File: src/core/flash_seq_pkg.sv
package flash_seq_pkg;

  // ----------------------------------------------------------------
  // opcodes
  // ----------------------------------------------------------------
  localparam logic [7:0] OP_XFER_BUF1    = 8'h53;
  localparam logic [7:0] OP_XFER_BUF2    = 8'h55;
  localparam logic [7:0] OP_COMP_BUF1    = 8'h60;
  localparam logic [7:0] OP_COMP_BUF2    = 8'h61;
  localparam logic [7:0] OP_REWRITE_BUF1 = 8'h58;
  localparam logic [7:0] OP_REWRITE_BUF2 = 8'h59;
  localparam logic [7:0] OP_STATUS_READ  = 8'hd7;

  // ----------------------------------------------------------------
  // address layout and frame shape
  // ----------------------------------------------------------------
  localparam int          PAGE_W         = 12;
  localparam int          PAGE528_LSB    = 10;
  localparam int          PAGE512_LSB    = 9;
  localparam logic [2:0]  CMD_BYTES      = 3'h4;
  localparam logic [2:0]  LAST_BIT       = 3'h7;

  // ----------------------------------------------------------------
  // status byte one field positions
  // ----------------------------------------------------------------
  localparam int          ST_READY_BIT   = 7;
  localparam int          ST_COMP_BIT    = 6;
  localparam int          ST_DENS_LSB    = 2;
  localparam int          ST_PROT_BIT    = 1;
  localparam int          ST_SIZE_BIT    = 0;
  // arbitrary neutral value, not a real part's density code
  localparam logic [3:0]  DENSITY_CODE   = 4'h5;
  localparam logic        COMP_RESET     = 1'b0;

  // ----------------------------------------------------------------
  // timing
  // ----------------------------------------------------------------
  localparam int          CLK_PERIOD_NS  = 10;
  localparam int          TRANSFER_TIME_US = 200;
  localparam int          CHECK_TIME_US    = 200;
  localparam int          REWRITE_TIME_US  = 25000;
  localparam int          TRANSFER_CYCLES  = TRANSFER_TIME_US * 1000 / CLK_PERIOD_NS;
  localparam int          CHECK_CYCLES     = CHECK_TIME_US * 1000 / CLK_PERIOD_NS;
  localparam int          REWRITE_CYCLES   = REWRITE_TIME_US * 1000 / CLK_PERIOD_NS;

  // ----------------------------------------------------------------
  // types
  // ----------------------------------------------------------------
  typedef enum logic [1:0] {
    KIND_XFER,
    KIND_COMP,
    KIND_RW_XFER,
    KIND_RW_PROG
  } op_kind_type;

  typedef struct packed {
    op_kind_type       kind;
    logic              buf_two;
    logic [PAGE_W-1:0] page_number_field;
  } op_req_type;

endpackage

File: src/core/page_buffer_ops_status_read.sv
`timescale 1ns/100ps
module page_buffer_ops_status_read
  import flash_seq_pkg::*;
#(
  parameter int unsigned XFER_CYCLES    = TRANSFER_CYCLES,
  parameter int unsigned COMP_CYCLES    = CHECK_CYCLES,
  parameter int unsigned REWRITE_CYC    = REWRITE_CYCLES
) (
  input  wire logic       core_clk,
  input  wire logic       rst_b,
  input  wire logic       cs_b_pin,
  input  wire logic       sck_pin,
  input  wire logic       si_pin,
  output logic            so_out,
  output logic            so_oe,
  input  wire logic       page_512_cfg,
  input  wire logic       protect_en,
  input  wire logic       compare_diff,
  output logic            op_start,
  output op_req_type      op_req,
  output logic            busy
);

  // ----------------------------------------------------------------
  // pin synchronisers
  // ----------------------------------------------------------------
  // three stages per pin; a level is taken once stages two and three agree,
  // which keeps the first stage away from every consumer
  localparam int PIN_CS  = 0;
  localparam int PIN_SCK = 1;
  localparam int PIN_SI  = 2;

  logic [2:0] sync1_r;
  logic [2:0] sync2_r;
  logic [2:0] sync3_r;
  logic [2:0] filt_r;
  logic [2:0] filt_d_r;

  genvar gi;
  generate
    for (gi = 0; gi < 3; gi++) begin : g_pin
      logic pin_in;
      assign pin_in = (gi == PIN_CS) ? cs_b_pin : (gi == PIN_SCK) ? sck_pin : si_pin;
      always_ff @(posedge core_clk or negedge rst_b) begin
        if (!rst_b) begin
          // every stage starts at the pin's idle level; a select that came up
          // low would give a false rising edge right after reset
          sync1_r[gi]  <= (gi == PIN_CS);
          sync2_r[gi]  <= (gi == PIN_CS);
          sync3_r[gi]  <= (gi == PIN_CS);
          filt_r[gi]   <= (gi == PIN_CS);
          filt_d_r[gi] <= (gi == PIN_CS);
        end else begin
          sync1_r[gi]  <= pin_in;
          sync2_r[gi]  <= sync1_r[gi];
          sync3_r[gi]  <= sync2_r[gi];
          if (sync2_r[gi] == sync3_r[gi]) begin
            filt_r[gi] <= sync3_r[gi];
          end
          filt_d_r[gi] <= filt_r[gi];
        end
      end
    end
  endgenerate

  logic cs_active;
  logic cs_rise;
  logic sck_rise;
  logic sck_fall;
  logic si_bit;

  // the frame logic also waits for the first agreed select sample, so a
  // select already low when reset lifts is taken only once the filter
  // has seen it settle
  logic cs_known_r;

  always_ff @(posedge core_clk or negedge rst_b) begin
    if (!rst_b) begin
      cs_known_r <= 1'b0;
    end else if (sync2_r[PIN_CS] == sync3_r[PIN_CS]) begin
      cs_known_r <= 1'b1;
    end
  end

  assign cs_active = cs_known_r & ~filt_r[PIN_CS];
  assign cs_rise   = filt_r[PIN_CS] & ~filt_d_r[PIN_CS];
  assign sck_rise  = filt_r[PIN_SCK] & ~filt_d_r[PIN_SCK];
  assign sck_fall  = ~filt_r[PIN_SCK] & filt_d_r[PIN_SCK];
  assign si_bit    = filt_r[PIN_SI];

  // ----------------------------------------------------------------
  // command shifter
  // ----------------------------------------------------------------
  logic [7:0]  shift_r;
  logic [2:0]  bit_cnt_r;
  logic [2:0]  byte_cnt_r;
  logic [7:0]  opcode_r;
  logic [23:0] addr_r;
  logic        status_mode_r;
  logic [7:0]  byte_in;

  assign byte_in = {shift_r[6:0], si_bit};

  always_ff @(posedge core_clk or negedge rst_b) begin
    if (!rst_b) begin
      shift_r       <= 8'h00;
      bit_cnt_r     <= 3'h0;
      byte_cnt_r    <= 3'h0;
      opcode_r      <= 8'h00;
      addr_r        <= 24'h000000;
      status_mode_r <= 1'b0;
    end else if (!cs_active) begin
      bit_cnt_r     <= 3'h0;
      byte_cnt_r    <= 3'h0;
      status_mode_r <= 1'b0;
    end else if (sck_rise) begin
      shift_r   <= byte_in;
      bit_cnt_r <= bit_cnt_r + 3'h1;
      if (bit_cnt_r == LAST_BIT && byte_cnt_r != CMD_BYTES) begin
        byte_cnt_r <= byte_cnt_r + 3'h1;
        if (byte_cnt_r == 3'h0) begin
          opcode_r <= byte_in;
          // accepted whatever the engine is doing
          status_mode_r <= (byte_in == OP_STATUS_READ);
        end else begin
          addr_r <= {addr_r[15:0], byte_in};
        end
      end
    end
  end

  // ----------------------------------------------------------------
  // command decode
  // ----------------------------------------------------------------
  // the page field is picked from the held address bytes at chip select
  // rise; anything shifted after the fourth byte is never stored
  function automatic logic is_page_op(input logic [7:0] op);
    unique case (op)
      OP_XFER_BUF1, OP_XFER_BUF2,
      OP_COMP_BUF1, OP_COMP_BUF2,
      OP_REWRITE_BUF1, OP_REWRITE_BUF2: is_page_op = 1'b1;
      default:                          is_page_op = 1'b0;
    endcase
  endfunction

  function automatic op_kind_type kind_of(input logic [7:0] op);
    unique case (op)
      OP_COMP_BUF1, OP_COMP_BUF2:       kind_of = KIND_COMP;
      OP_REWRITE_BUF1, OP_REWRITE_BUF2: kind_of = KIND_RW_XFER;
      default:                          kind_of = KIND_XFER;
    endcase
  endfunction

  logic              launch;
  logic              buf_two_sel;
  logic [PAGE_W-1:0] page_sel;

  // buffer two opcodes are the higher member of each pair: 55h, 61h and 59h
  assign buf_two_sel = (opcode_r == OP_XFER_BUF2) | (opcode_r == OP_COMP_BUF2)
                     | (opcode_r == OP_REWRITE_BUF2);

  always_comb begin
    if (page_512_cfg) begin
      page_sel = addr_r[PAGE512_LSB +: PAGE_W];
    end else begin
      page_sel = addr_r[PAGE528_LSB +: PAGE_W];
    end
  end

  // ----------------------------------------------------------------
  // self-timed engine
  // ----------------------------------------------------------------
  typedef enum logic [2:0] {
    ST_IDLE,
    ST_XFER,
    ST_COMP,
    ST_RW_XFER,
    ST_RW_PROG
  } eng_state_type;

  eng_state_type state_r;
  logic [31:0]   cnt_r;
  logic          comp_r;
  logic          cnt_done;

  // a request arriving while busy is dropped: the engine holds one page op
  assign launch   = cs_rise & (byte_cnt_r == CMD_BYTES) & is_page_op(opcode_r)
                  & (state_r == ST_IDLE);
  assign cnt_done = (cnt_r == 32'h0);

  always_ff @(posedge core_clk or negedge rst_b) begin
    if (!rst_b) begin
      state_r <= ST_IDLE;
      cnt_r   <= 32'h0;
    end else begin
      unique case (state_r)
        ST_IDLE: begin
          if (launch) begin
            unique case (kind_of(opcode_r))
              KIND_COMP: begin
                state_r <= ST_COMP;
                cnt_r   <= 32'(COMP_CYCLES - 1);
              end
              KIND_RW_XFER: begin
                state_r <= ST_RW_XFER;
                cnt_r   <= 32'(XFER_CYCLES - 1);
              end
              default: begin
                state_r <= ST_XFER;
                cnt_r   <= 32'(XFER_CYCLES - 1);
              end
            endcase
          end
        end
        ST_RW_XFER: begin
          if (cnt_done) begin
            // program phase takes the rest of the rewrite budget
            state_r <= ST_RW_PROG;
            cnt_r   <= 32'(REWRITE_CYC - XFER_CYCLES - 1);
          end else begin
            cnt_r <= cnt_r - 32'h1;
          end
        end
        ST_XFER, ST_COMP, ST_RW_PROG: begin
          if (cnt_done) begin
            state_r <= ST_IDLE;
          end else begin
            cnt_r <= cnt_r - 32'h1;
          end
        end
        default: begin
          state_r <= ST_IDLE;
        end
      endcase
    end
  end

  always_ff @(posedge core_clk or negedge rst_b) begin
    if (!rst_b) begin
      comp_r <= COMP_RESET;
    end else if (state_r == ST_COMP && cnt_done) begin
      comp_r <= compare_diff;
    end
  end

  // ----------------------------------------------------------------
  // requests to the array
  // ----------------------------------------------------------------
  always_ff @(posedge core_clk or negedge rst_b) begin
    if (!rst_b) begin
      op_start <= 1'b0;
      op_req   <= '0;
    end else begin
      op_start <= 1'b0;
      if (launch) begin
        op_start                  <= 1'b1;
        op_req.kind               <= kind_of(opcode_r);
        op_req.buf_two            <= buf_two_sel;
        op_req.page_number_field  <= page_sel;
        // buffer and page stay from the launch for the program phase
      end else if (state_r == ST_RW_XFER && cnt_done) begin
        op_start    <= 1'b1;
        op_req.kind <= KIND_RW_PROG;
      end
    end
  end

  // busy rises with the request pulse, so a status byte caught after chip
  // select rise never shows ready for an operation already launched
  always_ff @(posedge core_clk or negedge rst_b) begin
    if (!rst_b) begin
      busy <= 1'b0;
    end else begin
      busy <= launch | (state_r != ST_IDLE && !cnt_done) | (state_r == ST_RW_XFER);
    end
  end

  // ----------------------------------------------------------------
  // status output
  // ----------------------------------------------------------------
  logic [7:0] status_one;
  logic [7:0] status_two;
  logic [3:0] st_idx_r;
  logic [7:0] snap_r;

  // byte two carries only ready/busy here; its other fields read zero
  always_comb begin
    status_one                  = 8'h00;
    status_one[ST_READY_BIT]    = ~busy;
    status_one[ST_COMP_BIT]     = comp_r;
    status_one[ST_DENS_LSB +: 4] = DENSITY_CODE;
    status_one[ST_PROT_BIT]     = protect_en;
    status_one[ST_SIZE_BIT]     = page_512_cfg;
    status_two                  = 8'h00;
    status_two[ST_READY_BIT]    = ~busy;
  end

  always_ff @(posedge core_clk or negedge rst_b) begin
    if (!rst_b) begin
      st_idx_r <= 4'h0;
      snap_r   <= 8'h00;
      so_out   <= 1'b0;
    end else if (!status_mode_r) begin
      st_idx_r <= 4'h0;
      so_out   <= 1'b0;
    end else if (sck_fall) begin
      // idx wraps from 15 to 0, giving byte one again
      st_idx_r <= st_idx_r + 4'h1;
      if (st_idx_r[2:0] == 3'h0) begin
        // each byte is caught fresh so ready/busy is current per byte
        snap_r <= st_idx_r[3] ? status_two : status_one;
        so_out <= st_idx_r[3] ? status_two[7] : status_one[7];
      end else begin
        so_out <= snap_r[3'h7 - st_idx_r[2:0]];
      end
    end
  end

  assign so_oe = status_mode_r & cs_active;

endmodule

File: config.mk
export PLATFORM = sky130hd
export DESIGN_NAME = page_buffer_ops_status_read
export DESIGN_NICKNAME = d
export VERILOG_FILES = /design/src/core/flash_seq_pkg.sv /design/src/core/page_buffer_ops_status_read.sv
export SDC_FILE = /design/constraint.sdc
export NUM_CORES = 1
export LEC_CHECK = 0
export ABC_AREA = 0
export BUFFER_PORTS_ARGS = -buffer_cell sky130_fd_sc_hd__buf_2
export CAP_MARGIN = 20
export CORE_MARGIN = 3
export CORE_UTILIZATION = 52
export DETAILED_ROUTE_END_ITERATION = 10
export GPL_TIMING_DRIVEN = 0
export PLACE_DENSITY = 0.69
export SETUP_SLACK_MARGIN = 0.4
export SLEW_MARGIN = 20
export SYNTH_ARGS = -nofsm -noshare
export SYNTH_HDL_FRONTEND = slang
export SYNTH_SLANG_ARGS = --single-unit
File: constraint.sdc
create_clock -name core_clk -period 2.98 [get_ports core_clk]
set_clock_uncertainty 0.2 [all_clocks]
set_input_delay 0.298 -clock core_clk [delete_from_list [all_inputs] [get_ports core_clk]]
set_output_delay 0.298 -clock core_clk [all_outputs]
set_load 0.03 [all_outputs]
* Word level (Yosys, flattened, before mapping)
Cells that the tools add are included.
** Storage, ports and cells
- Output and inout bits :: 19
- Register bits after elaboration :: 125
- Latch bits :: 0
- Memories kept :: 0
- RAM bits :: 0
- Bits in read-only memories :: 0
- Input port bits :: 8
- Word-level logic and storage cells :: 142
** Cells by class
- Eq/ne operators :: 27
- $mul :: 0
- Reductions and logical operators :: 24
- Shift operators :: 0
- $lt $le $gt $ge :: 1
- Add/sub/neg operators :: 5
- Bitwise operators :: 18
- Multiplexer cells :: 35
- Div/mod/pow operators :: 0
** Operators by type and width (count)
- two-way mux 32 bit :: 3
- case mux 32 bit (3 select lines) :: 1
- == test 8 x 7 -> 1 bit, second input constant :: 6
- zero test 32 bit :: 1
- subtractor 32 x 1 -> 32 bit, second input constant :: 1
- two-way mux 3 bit :: 8
- two-way mux 12 bit :: 1
- AND reduction 3 bit :: 4
- two-way mux 1 bit :: 11
- inequality test 2 bit, second input constant :: 5
- == test 3 bit, second input constant :: 3
- zero test 3 bit :: 3
- case mux 3 bit (3 select lines) :: 1
- AND 1 bit :: 8
- == test 8 bit, second input constant :: 1
- two-way mux 2 bit :: 4
- two-way mux 4 bit :: 2
- case mux 2 bit (2 select lines) :: 2
- AND reduction 4 bit :: 2
- two-way mux 7 bit :: 1
- adder 3 x 1 -> 3 bit, second input constant :: 2
- == test 3 x 2 -> 1 bit, second input constant :: 2
- inequality test 2 x 1 -> 1 bit, second input constant :: 3
- inverter 1 bit :: 6
- 18 further kinds :: 29

* Logic depth before layout (Yosys ltp)
- Depth in word-level cells :: 11
- Gate-level depth with buffers :: 12
- Mapped depth without buffers :: 9

* Least setup slack after synthesis
No wires, ideal clock.
- Path type :: reg-to-reg
- Start :: register cnt_r[0]
- End :: register cnt_r[4]
- Slack :: -214 ps
- Path buffers :: 2
- Arrival time :: 2863 ps
- Cell stages (with the launch flop) :: 12
- Clock period less this slack :: 3194 ps
- Setup time :: 131 ps
- Required time :: 2649 ps
- Cell sequence :: dfrtp_1 > inv_1 > ha_1 > or3b_2 > or4_1 > buf_2 > nor4_4 > o21ai_2 > nor2_4 > buf_4 > nor4_1 > or3_1
** On the way
- Longest elaborated chain between the ends :: 3
- Elaborated cells between the ends (all ways) :: 7
- Those cells by class :: add/sub (1); eq/ne (1); mux (3); reduce/logical (2)
** RTL lines
- start: declaration :: line page_buffer_ops_status_read.sv:182 : logic [31:0] cnt_r;
- start signal: assignment :: line page_buffer_ops_status_read.sv:202 : cnt_r <= 32'(COMP_CYCLES - 1);
- start signal: assignment :: line page_buffer_ops_status_read.sv:206 : cnt_r <= 32'(XFER_CYCLES - 1);
- start signal: assignment :: line page_buffer_ops_status_read.sv:210 : cnt_r <= 32'(XFER_CYCLES - 1);
- subtractor 32 x 1 -> 32 bit or zero test 32 bit (tied branches) :: line page_buffer_ops_status_read.sv:221, page_buffer_ops_status_read.sv:228, page_buffer_ops_status_read.sv:189
- two-way mux 32 bit (tied with other cells) :: line page_buffer_ops_status_read.sv:225 : if (cnt_done) begin
- case mux 32 bit (3 select lines) or AND reduction 3 bit (tied branches)
Several ways; a longest one is shown, not always the timed one. The select of a mux whose other input is x is not followed.
A chain may end at the register's enable or synchronous reset.

* Final worst setup path
- Start :: register cnt_r[6]
- End :: register cnt_r[14]
The elaborated chain is that of the path after synthesis.

==> impl_metrics.ini <==
[setup_path]
cp-start-kind = register
arrival_ns = 3.22
timing.critical_path.to_type = register
worst_setup_slack_for_register_to_register_paths_ns = -0.02
cp_max_fo = 5
crit_required_ns = 3.20
criticalPathCategory = register to register

[routing]
route.detailed.wl_per_inst_um = 16.79
via_count = 4214
antenna_left = 0
detail_route.vias_per_cell = 5.679
dr.first_iter.drc_count = 190
drt_first_pass_iters = 5
drc = 0
route.final.wire_length_um = 12460

[power_and_ir_drop]
cellLeakagePower_uw = 0.003303
powerDensity_mw_per_mm2 = 532.7
worst_ir_drop_vdd_uv = 368.9

[place]
place_hpwl_um = 7739
place.detailed.instances = 678
buffer_ports.inserted = 26
gpl.final_weighted_congestion = 0.8158

[logic_synthesis]
number_of_enable_flip_flop_cells_after_synthesis = 0
synth_area_leaders = sky130_fd_sc_hd__dfrtp_1 (52%), sky130_fd_sc_hd__mux2_2 (7.8%), sky130_fd_sc_hd__o21ai_0 (3.6%)
synth_cells = 515
synth_cell_type_count = 54
total_of_flip_flops_plus_latches_after_synthesis = 122
synth.yosys.seq_area_share = 0.5455
total_nets_after_synthesis = 532
synthesis.area_per_instance_um2 = 10.89
ys_warn_count = 0
asyncSetResetFlopFracSynth = 1.000
synth_common_cells = sky130_fd_sc_hd__dfrtp_1 (117), sky130_fd_sc_hd__nor2_1 (41), sky130_fd_sc_hd__o21ai_0 (40)
synth.largest_area_cell = sky130_fd_sc_hd__dfrtp_1
ys.flop_type = sky130_fd_sc_hd__dfrtp_1
synthesis.area_mm2 = 0.005608
synth.most_common_cell = sky130_fd_sc_hd__dfrtp_1
synth_top_area_share = 0.5221

[global_route]
grt_busiest_layer = met2
grt_start_max_net_pins = 71
first_global_vias = 4215
grtUsageMet1 = 0.2764
grt_pass1_wl_um = 20390
number_of_antenna_violations_at_the_first_check_in_global_routing = 0
grt_util_met2 = 0.3523
globalRouteOverflowTotal = 0
global_route.usage.total = 0.2226
grtUsageMet3 = 0.06518

[finish]
area_added_between_synthesis_and_finish_pct = 26.57
fin_nets = 611
fillCellCount = 813
finalNonFillerCells = 742
finish.utilization = 0.6814
fraction_of_final_layout_cells_sized_beyond_drive_strength_1 = 0.3201
n_antenna_cell = 0

[sta]
unrepaired_setup_endpoints_after_global_routing = yes
timing.final.crit_share = 1.007
post-route-worst-setup-slack_ns = -0.02159
final-max-slew-violation-count = 0
timing.final.hold_violations = 0
worst-slew-pin-transition_ns = 0.7204
post-route-min-period_ns = 3.002
fmax_mhz = 333.2
setup_viol_count_final = 1
slew-limit-headroom = 0.5197

[floorplanning]
dieHeight_um = 109.8
floorplan.die.width_um = 109.8
boundaryPins = 27
row_count = 37
floorplan.core_area_mm2 = 0.01042
initial_core_util = 0.5384
die_footprint_mm2 = 0.01207

[run_status]
run_status = finished with violations
violations = negative setup slack

[clock_network]
clk_path_buf_depth = 2
tritoncts_clock_tree = built
clock_insertion_delay_worst_skew_ns = 0.54
clock_net_sink_count = 122
cts_root_buf = sky130_fd_sc_hd__clkbuf_8
cts_htree_levels = 4
clock_pin_slew_of_the_registers_on_the_worst_case_setup_and_hold_paths_ns = 0.06
cts-buffers-inserted = 17

[worst_hold_path]
hold_path.class = input port to async pin

[run]
maximum_capacitance_violations = 0
-- power by group --
part	internal (uW)	leakage [uW]	switching, uW
registers	1720	0.00157	64.3
logic	73.5	0.00147	70.8
clock network	1140	0.000261	714
total	2930	0.00330	849
-- per-layer routing --
metal  up-vias  wire length (um)
met1      2065              5380
met2       109              6169
met4         0               350
met3        35               554
met5         -                 0
li1       2005                 -
-- logic make-up after synthesis --
family / Yosys count / share of synthesized area
AO/OA/AOI/OAI: 102 / 0.1051
buffers and inverters: 37 / 0.02744
flip-flops: 122 / 0.5455
XOR/XNOR: 19 / 0.02967
multiplexers: 56 / 0.1087
AND/OR/NAND/NOR: 167 / 0.1582
adder cells (fa/ha/maj): 12 / 0.02544
-- layout make-up --
cell class                      instances  area [um^2]  share of cell area
Timing Repair Buffer                   60        459.2             0.06469
Clock inverter                          8        71.32             0.01005
Tap cell                              136        170.2             0.02397
Inverter                               12        45.04            0.006346
Clock buffer                           23        456.7             0.06434
Sequential cell                       122         3059              0.4310
Multi-Input combinational cell        356         2681              0.3778
Buffer                                 25        155.1             0.02186
-- worst max-delay path: stages (launching register included) --
cell and delay, ns:
sky130_fd_sc_hd__dfrtp_1 0.37, sky130_fd_sc_hd__or4_4 0.54, sky130_fd_sc_hd__or4_4 0.53, sky130_fd_sc_hd__buf_6 0.15
sky130_fd_sc_hd__o31ai_4 0.24, sky130_fd_sc_hd__a21oi_4 0.11, sky130_fd_sc_hd__or2_4 0.31, sky130_fd_sc_hd__buf_6 0.15
sky130_fd_sc_hd__a21oi_1 0.19, sky130_fd_sc_hd__o21ai_2 0.08
-- stage by stage --
| step | TNS (ns) | power (uW) | hold WS [ns] | instance area [um^2] | setup slack, ns |
|---|---|---|---|---|---|
| after detailed placement | -7.876 | 1952 | 0.08766 | 6020 | -0.3543 |
| after global routing | -1.074 | 3915 | 0.1352 | 7098 | -0.1155 |
| after floorplan | 0 | 1873 | -0.1976 | 5685 | 0.01682 |
| after CTS | -0.9334 | 3808 | 0.09271 | 6860 | -0.09206 |
| after global placement | -17.66 | 1940 | 0.1360 | 5986 | -0.2761 |
| final | -0.02159 | 3781 | 0.08891 | 7098 | -0.02159 |
-- path summary, 6_finish.rpt --
kind / endpoint / from / cells past startpoint
setup / recovery: cnt_r[14]$_DFFE_PN0P_ / cnt_r[6]$_DFFE_PN0P_ / 9
hold / removal: cnt_r[1]$_DFFE_PN0P_ / rst_b / 2
setup reg to reg: cnt_r[14]$_DFFE_PN0P_ / cnt_r[6]$_DFFE_PN0P_ / 9
hold reg to reg: sync2_r[2]$_DFF_PN0_ / sync1_r[2]$_DFF_PN0_ / 0
max in group asynchronous: filt_r[0]$_DFFE_PN1N_ / rst_b / 3
min in group core_clk: sync2_r[2]$_DFF_PN0_ / sync1_r[2]$_DFF_PN0_ / 0
-- flip-flops by register name, indices dropped and copies added (netlist names), 2 cells and up --
| name | count |
|---|---|
| byte_cnt_r | 3 |
| sync2_r | 3 |
| op_req | 15 |
| bit_cnt_r | 3 |
| sync3_r | 3 |
| st_idx_r | 4 |
| cnt_r | 32 |
| state_r | 3 |
| opcode_r | 8 |
| shift_r | 7 |
| filt_d_r | 2 |
| snap_r | 5 |
| sync1_r | 3 |
| addr_r | 22 |
| filt_r | 2 |
-- placed cells by master, fill, tap and decap left out, types with 11 or more instances in the layout --
cell,n
sky130_fd_sc_hd__a21oi_1,16
sky130_fd_sc_hd__dfrtp_1,117
sky130_fd_sc_hd__mux2i_1,17
sky130_fd_sc_hd__buf_4,22
sky130_fd_sc_hd__mux2_2,39
sky130_fd_sc_hd__nor2_1,39
sky130_fd_sc_hd__buf_2,25
sky130_fd_sc_hd__clkbuf_1,18
sky130_fd_sc_hd__nand2b_1,11
sky130_fd_sc_hd__o21ai_2,13
sky130_fd_sc_hd__nand2_1,33
sky130_fd_sc_hd__clkbuf_16,16
sky130_fd_sc_hd__o21ai_0,23
sky130_fd_sc_hd__o21ai_1,11
-- timing repair --
action	in CTS	in global routing
pin swaps	13	26
buffers inserted	18	7
gates resized for setup	34	49
hold endpoints to repair	124	0
setup endpoints to repair	67	47
cloned	1	0
hold buffers	7	0
(Power assumes the default switching activity.)
